## src/inc/pmg_cfg.svh

```systemverilog
// How it works
// Register A bit 0 set turns the converter off; clear leaves it on.
// Register A bits 5, 3, 7 turn off async serial, SPI, I2C ports.
// Register A bits 13, 12, 11 gate timers three, two, one; bit 9 PWM block.
// Register B bit 8 set turns the capture unit off.
// Register B bit 0 set turns the compare unit off.
// Register C bit 10 set turns the comparator block off.
// Register F bits 10, 9, 8 turn off PWM generators three, two, one.
// Register G bits 9, 8, 1 turn off comparators two, one and amplifier one.
// Register H bit 10 set turns amplifier two off.
// Unassigned bits read zero and ignore writes.
// Gated peripheral loses clocks; its register writes are blocked.
// A gate change reaches the peripheral one cycle after the write.
// Peripheral runs only if present and its gate bit is clear.
// All gate bits clear at reset, so present peripherals start enabled; the enables reset low and rise on the third edge after reset release.
// Registers are plain 16-bit read/write words on the register bus.
`ifndef PMG_CFG_SVH
`define PMG_CFG_SVH

`define PMG_NUM_REGS    6
`define PMG_ADDR_W      5
`define PMG_OFF_A       5'h00
`define PMG_OFF_B       5'h04
`define PMG_OFF_C       5'h08
`define PMG_OFF_F       5'h0C
`define PMG_OFF_G       5'h10
`define PMG_OFF_H       5'h14
`define PMG_MASK_A      16'h3AA9
`define PMG_MASK_B      16'h0101
`define PMG_MASK_C      16'h0400
`define PMG_MASK_F      16'h0700
`define PMG_MASK_G      16'h0302
`define PMG_MASK_H      16'h0400
`define PMG_RESET_VAL   16'h0000
`define PMG_CONV_BIT    0
`define PMG_SPI_BIT     3
`define PMG_UART_BIT    5
`define PMG_I2C_BIT     7
`define PMG_PWMBLK_BIT  9
`define PMG_TMR1_BIT    11
`define PMG_TMR2_BIT    12
`define PMG_TMR3_BIT    13
`define PMG_OC_BIT      0
`define PMG_IC_BIT      8
`define PMG_CMPBLK_BIT  10
`define PMG_PWM1_BIT    8
`define PMG_PWM2_BIT    9
`define PMG_PWM3_BIT    10
`define PMG_AMP1_BIT    1
`define PMG_CMP1_BIT    8
`define PMG_CMP2_BIT    9
`define PMG_AMP2_BIT    10
`define PMG_NUM_PERIPH  18

`endif

```

## src/inc/pmg_pkg.sv

```systemverilog
package pmg_pkg;
    typedef logic [15:0] pmg_word_t;

    typedef struct packed {
        logic       read;
        logic       write;
        logic [4:0] address;
        logic [3:0] byteenable;
        logic [31:0] writedata;
    } pmg_req_t;

    typedef struct packed {
        logic        timer3_off;
        logic        timer2_off;
        logic        timer1_off;
        logic        pwm_block_off;
        logic        i2c_port_off;
        logic        async_serial_off;
        logic        spi_port_off;
        logic        converter_off;
        logic        capture_unit_off;
        logic        compare_unit_off;
        logic        comparator_block_off;
        logic        pwm_gen3_off;
        logic        pwm_gen2_off;
        logic        pwm_gen1_off;
        logic        comparator2_off;
        logic        comparator1_off;
        logic        amplifier1_off;
        logic        amplifier2_off;
    } pmg_gates_t;
endpackage : pmg_pkg

```

## src/design/pmg_regs.sv

```systemverilog
`timescale 1ns/10ps
`include "pmg_cfg.svh"

module pmg_regs (
    input  wire logic              sys_clk,
    input  wire logic              rstn,
    input  wire pmg_pkg::pmg_req_t avs_req,
    output logic [31:0]            avs_readdata,
    output logic                   avs_waitrequest,
    input  wire logic [17:0]       periph_present,
    output pmg_pkg::pmg_gates_t    gate_off,
    output pmg_pkg::pmg_gates_t    periph_clk_en,
    output pmg_pkg::pmg_gates_t    periph_reg_wr_en
);
    localparam logic [15:0] MASKS [6] = '{`PMG_MASK_A, `PMG_MASK_B, `PMG_MASK_C,
                                          `PMG_MASK_F, `PMG_MASK_G, `PMG_MASK_H};

    pmg_pkg::pmg_word_t regs_reg [6];
    logic               ack_reg;
    logic [31:0]        rdata_reg;
    logic [17:0]        present_reg;
    logic [17:0]        present_meta_reg;
    logic               wait_reg;

    // Word index decode; anything beyond the last register is unmapped
    wire  [2:0]  word_idx = avs_req.address[4:2];
    wire         hit      = (avs_req.address[1:0] == 2'b00) && (word_idx < 3'd6);
    wire         access   = (avs_req.read || avs_req.write) && !ack_reg;
    // Write lands on the edge at which the master sees waitrequest low
    wire         wr_go    = ack_reg && avs_req.write && hit;
    wire  [15:0] lane_mask = {{8{avs_req.byteenable[1]}}, {8{avs_req.byteenable[0]}}};
    wire  [15:0] rd_word  = hit ? regs_reg[word_idx] : 16'h0000;

    genvar g;
    generate
        for (g = 0; g < 6; g++) begin : g_reg
            wire [15:0] wnext = (regs_reg[g] & ~lane_mask) | (avs_req.writedata[15:0] & lane_mask);
            always_ff @(posedge sys_clk or negedge rstn) begin
                if (!rstn) begin
                    regs_reg[g] <= `PMG_RESET_VAL;
                end else if (wr_go && (word_idx == 3'(g))) begin
                    regs_reg[g] <= wnext & MASKS[g];
                end
            end
        end
    endgenerate

    // One wait state: request is answered on the second edge it is held
    always_ff @(posedge sys_clk or negedge rstn) begin
        if (!rstn) begin
            ack_reg   <= 1'b0;
            wait_reg  <= 1'b1;
            rdata_reg <= 32'h0000_0000;
        end else begin
            ack_reg   <= access;
            wait_reg  <= !access;
            rdata_reg <= {16'h0000, rd_word};
        end
    end

    assign avs_waitrequest = wait_reg;
    assign avs_readdata    = rdata_reg;

    // Presence straps come from outside the clock domain: two flops before use
    always_ff @(posedge sys_clk or negedge rstn) begin
        if (!rstn) begin
            present_meta_reg <= 18'h0_0000;
            present_reg      <= 18'h0_0000;
        end else begin
            present_meta_reg <= periph_present;
            present_reg      <= present_meta_reg;
        end
    end

    wire [17:0] gate_bits = {
        regs_reg[0][`PMG_TMR3_BIT], regs_reg[0][`PMG_TMR2_BIT], regs_reg[0][`PMG_TMR1_BIT],
        regs_reg[0][`PMG_PWMBLK_BIT],
        regs_reg[0][`PMG_I2C_BIT], regs_reg[0][`PMG_UART_BIT], regs_reg[0][`PMG_SPI_BIT],
        regs_reg[0][`PMG_CONV_BIT],
        regs_reg[1][`PMG_IC_BIT],
        regs_reg[1][`PMG_OC_BIT],
        regs_reg[2][`PMG_CMPBLK_BIT],
        regs_reg[3][`PMG_PWM3_BIT], regs_reg[3][`PMG_PWM2_BIT], regs_reg[3][`PMG_PWM1_BIT],
        regs_reg[4][`PMG_CMP2_BIT], regs_reg[4][`PMG_CMP1_BIT], regs_reg[4][`PMG_AMP1_BIT],
        regs_reg[5][`PMG_AMP2_BIT]
    };
    wire [17:0] run_next = ~gate_bits & present_reg;

    // Outputs registered: gate change reaches peripherals one cycle later
    always_ff @(posedge sys_clk or negedge rstn) begin
        if (!rstn) begin
            gate_off         <= '0;
            periph_clk_en    <= '0;
            periph_reg_wr_en <= '0;
        end else begin
            gate_off         <= gate_bits;
            periph_clk_en    <= run_next;
            periph_reg_wr_en <= run_next;
        end
    end
endmodule : pmg_regs

```

## config.mk

```make
export PLATFORM = sky130hd
export DESIGN_NAME = pmg_regs
export DESIGN_NICKNAME = d
export VERILOG_FILES = /design/src/inc/pmg_pkg.sv /design/src/design/pmg_regs.sv
export VERILOG_INCLUDE_DIRS = /design/src /design/src/inc
export SDC_FILE = /design/constraint.sdc
export NUM_CORES = 1
export LEC_CHECK = 0
export BUFFER_PORTS_ARGS = -buffer_cell sky130_fd_sc_hd__buf_4
export CAP_MARGIN = 20
export CORE_MARGIN = 1
export CORE_UTILIZATION = 37
export DETAILED_ROUTE_END_ITERATION = 10
export PLACE_DENSITY = 0.77
export SYNTH_ARGS = -nofsm -noshare
export SYNTH_HDL_FRONTEND = slang
export SYNTH_SLANG_ARGS = --single-unit
```

## constraint.sdc

```tcl
create_clock -name sys_clk -period 1.4 [get_ports sys_clk]
set_clock_uncertainty 0.2 [all_clocks]
set_input_delay 0.21 -clock sys_clk [delete_from_list [all_inputs] [get_ports sys_clk]]
set_output_delay 0.21 -clock sys_clk [all_outputs]
set_load 0.05 [all_outputs]
```

# Word-level counts from Yosys, hierarchy flattened
# Index checks and enable logic that the tools add are counted.
[totals] ff_bits=108 out_inout_bits=87 elab_cells=90
[classes] magnitude_cmp=2 eq_ne=5 muxes=4 n_bitwise=17 n_reduce_logical=15
[ops] op="binary-select mux 16 bit (select 3 bit)" n=1
[ops] op="2-to-1 mux 16 bit" n=3
[ops] op="bitwise AND 11 bit" n=3
[ops] op="bitwise OR 11 bit" n=3
[ops] op="bitwise AND 14 bit" n=2
[ops] op="bitwise AND 18 bit" n=1
[ops] op="inverter 18 bit" n=1
[ops] op="inverter 14 bit" n=1
[ops] op="bitwise OR 14 bit" n=1
[ops] op="bitwise AND 10 bit" n=1
[ops] op="logical AND 1 bit" n=10
[ops] op="bitwise OR 10 bit" n=1
[ops] op="bitwise AND 9 bit" n=1
[ops] op="bitwise OR 9 bit" n=1
[ops] op="== test 3 x 2 -> 1 bit, second input constant" n=2
[ops] op="== test 3 bit, second input constant" n=2
[ops] op="greater-or-equal comparator 4 bit, second input constant" n=1
[ops] op="inverter 3 -> 4 bit" n=1
[ops] op="== test 3 x 1 -> 1 bit, second input constant" n=1
[ops] op="logical NOT 3 bit" n=1
[ops] op="less-than comparator 3 bit, second input constant" n=1
[ops] op="logical NOT 1 bit" n=2
[ops] op="logical NOT 2 bit" n=1
[ops] op="logical OR 1 bit" n=1

# Longest topological paths before layout
[depth] ltp_word=5 ltp_mapped=5

# Worst setup path before layout
# OpenSTA, ideal clock, no wires.
[synth_timing] path_type="input-to-reg" from="in avs_req[37] in the netlist's numbering" to="reg regs_reg, in the netlist gate_bits[14]" t_arrival_ns=1.340 setup_slack_ns=-0.265 cell_stages=4 cell_sequence="or4_1 -> buf_6 -> nor2_8 -> mux2_4"
[synth_via] elab_chain_cells=4
[synth_lines] item="start, declared" line="pmg_regs.sv:7" text="input wire pmg_pkg::pmg_req_t avs_req,"
[synth_lines] item="logical NOT 2 bit" line="pmg_regs.sv:27" text="wire hit = (avs_req.address[1:0] == 2'b00) && (word_idx < 3'd6);"
[synth_lines] item="logical AND 1 bit" line="pmg_regs.sv:27"
[synth_lines] item="logical AND 1 bit" line="pmg_regs.sv:30" text="wire wr_go = ack_reg && avs_req.write && hit;"
[synth_lines] item="logical AND 1 bit" line="pmg_regs.sv:41" text="end else if (wr_go && (word_idx == 3'(g))) begin"
[synth_lines] item="end signal, assigned by index" line="pmg_regs.sv:40" text="regs_reg[g] <= `PMG_RESET_VAL;"
[synth_lines] item="end signal, assigned by index" line="pmg_regs.sv:42" text="regs_reg[g] <= wnext & MASKS[g];"
[synth_lines] item="end, declared" line="pmg_regs.sv:18" text="pmg_pkg::pmg_word_t regs_reg [6];"
# Every way passes these cells.
# A chain may end at the register's enable or synchronous reset.

# Final worst setup path
[layout_timing] from="reg ack_reg" to="reg regs_reg, in the netlist gate_bits[6]"
[layout_via] elab_chain_cells=3
[layout_lines] item="start, declared" line="pmg_regs.sv:19" text="logic ack_reg;"
[layout_lines] item="start signal, assigned" line="pmg_regs.sv:55" text="ack_reg <= access;"
[layout_lines] item="logical AND 1 bit (2 in a row)" line="pmg_regs.sv:30"
[layout_lines] item="logical AND 1 bit" line="pmg_regs.sv:41"
# Every way passes these cells.

==> out/qor.yml <==
status: "finished, violations left"
violations: "negative setup slack"
start_util_pct: 38.34
power.density_nw_per_um2: 1254
fin_nets: 434
syn_area_per_cell_um2: 15.75
arrival_ns: 1.56
synth_edf_count: 0
post_drt_wl_per_cell_um: 13.04
ant_nets: 0
drtIter0Drc: 63
synth.distinct_cells: 30
root_buffer: "clkbuf_8"
dp_hpwl_um: 4623
cp.required_ns: 1.44
crit_path_end: "gate_bits[6]"
synth-async-reset-ratio_pct: 100.0
grt_max_degree: 39
grt_pass1_wl_um: 10330
dp_cells: 455
cts_tree: "done"
clk_pin_slew_ns: 0.10
ir_drop_v: 0.0008333
ys_ff_latch: 103
period_share_pct: 108.3
final_util_pct: 55.39
reg2reg_depth: 4
r2r-start: "ack_reg"
synth_ff_type: "dfrtp_1"
holdCritPathClass: "input pin to flop"
drv_cap: 0
die_h_um: 100.1
fin_ws_ns: -0.1161
hold_ws_ns: 0.02338
vias_per_cell: 4.145
maxSlewViolCount: 0
drive_above_1_share_pct: 46.01
grt.overflow.total: 0
reg2reg_slack_ns: -0.12
start_kind: "flop"
areaGrowthSynthToFinish_pct: 44.46
power_mw: 6.449
io_pins: 150
wl_um: 6583
drt_pass1_iterations: 4
die_area_um2: 10020
num_antenna_cells: 0
core.rowCount: 35
setup_viol: 18
dpl_worst_slack_ns: -0.3927
grt_pass1_vias: 2093
clk_latency_ns: 0.35
clock.fmax_mhz: 659.6
setup.worst_path.class: "flop to flop"
crit_path_start: "ack_reg"
finalHoldViolCount: 0
fp.dieW_um: 100.1
worstReg2RegEnd: "gate_bits[6]"
seq_area_frac_synth_pct: 72.44
drc_errors: 0
gp_routability_congestion: 0.7632
tns_ns: -0.8903
final_area_um2: 5142
grt_antenna_before_repair: 0
place_area_um2: 4448
leakage_nw: 2.568
clockBufferDepth: 2
gr-usage-all-layers_pct: 13.86
rsz0062_at_grt: "true"
cp-end-kind: "flop"
core_area_um2: 9284
cts_sinks: 103
crit_path_max_fanout: 5
io_buffers: 105
final_cells: 505
syn_area_um2: 3560
cts-buffers-inserted: 9
synthCells: 226
htree_levels: 3
via_count: 2093
synth_warnings: 0
fin_crit_ns: 1.516
## metal layers
layer	vias up	part of all wire [%]	track usage, %
li1	963	-	-
met1	1037	40	16.23
met2	86	52	23.82
met3	7	7.0	5.084
met4	0	1.3	4.348
met5	-	0	0
## logic make-up after synthesis
| kind of cell | share of synthesized area (%) |
|---|---|
| DFF | 72.44 |
| buffers and inverters | 9.068 |
| other | 0.1053 |
| AOI/OAI and AO/OA | 0.6326 |
| muxes | 7.417 |
| and+or+nand+nor | 10.33 |
## cell usage after synthesis, drive strengths merged, types with 2 or more instances
cell type,instances,area [um^2]
nor2,10,70.07
buf,41,315.3
nand4,2,12.51
nor2b,19,118.9
nor3,2,15.01
mux2i,2,20.02
nand4b,4,35.03
and2,6,37.54
dfrtp,102,2552
nand3b,2,15.01
or2,2,12.52
a21oi,3,15.01
mux2,19,244.0
## where the power goes
part           leakage [nW]  switching, mW  internal (mW)  total (mW)
combinational          1.16          0.791          0.449        1.24
sequential             1.30          0.113           3.16        3.27
clock                 0.113           1.05          0.888        1.94
total                  2.57           1.95           4.50        6.45
## critical path, cell delays in order, from the launching register on
cell	delay, ns
dfrtp_2	0.41
nand4_1	0.15
nor3_2	0.18
buf_4	0.17
mux2_4	0.30
## layout make-up
class                   instances  area (um^2)
clock buffers                   9        123.9
clock inverters                 7        97.59
flip-flops and latches        103         2580
well taps                     129        161.4
inverters                       1        3.754
repair buffers                156         1358
multi-input cells             100        818.3
fillers                       776         4141
## how the worst min path moves through the flow
| stage | start | end | slack (ns) | cells past startpoint |
|---|---|---|---|---|
| after floorplan | rstn | ack_reg | -0.29 | 0 |
| after global placement | rstn | periph_clk_en[2] | -0.06 | 1 |
| after detailed placement | rstn | gate_off[2] | -0.05 | 1 |
| after CTS | avs_req[36] | avs_readdata[1] | 0.0009 | 3 |
| after global routing | avs_req[36] | avs_readdata[1] | 0.003 | 3 |
| final | avs_req[36] | avs_readdata[1] | 0.02 | 3 |
## repair_timing
action,CTS,global route
endpoints found under the setup margin,20,40
pin swaps,5,4
setup buffers,2,0
hold buffers,32,0
resized for setup,12,24
endpoints found under the hold margin,141,0
## placed cells by master (no fill, tap or decap), types with 3 or more instances in the layout
cell type        n
a21oi_1          3
and2_1           6
buf_4           99
buf_6           23
clkbuf_8         9
conb_1          21
dfrtp_1        101
dlygate4sd3_1   32
inv_8            3
mux2_4          18
nand4b_1         4
nor2_1           3
nor2_4           4
nor2b_1         19
(Power assumes the default switching activity.)
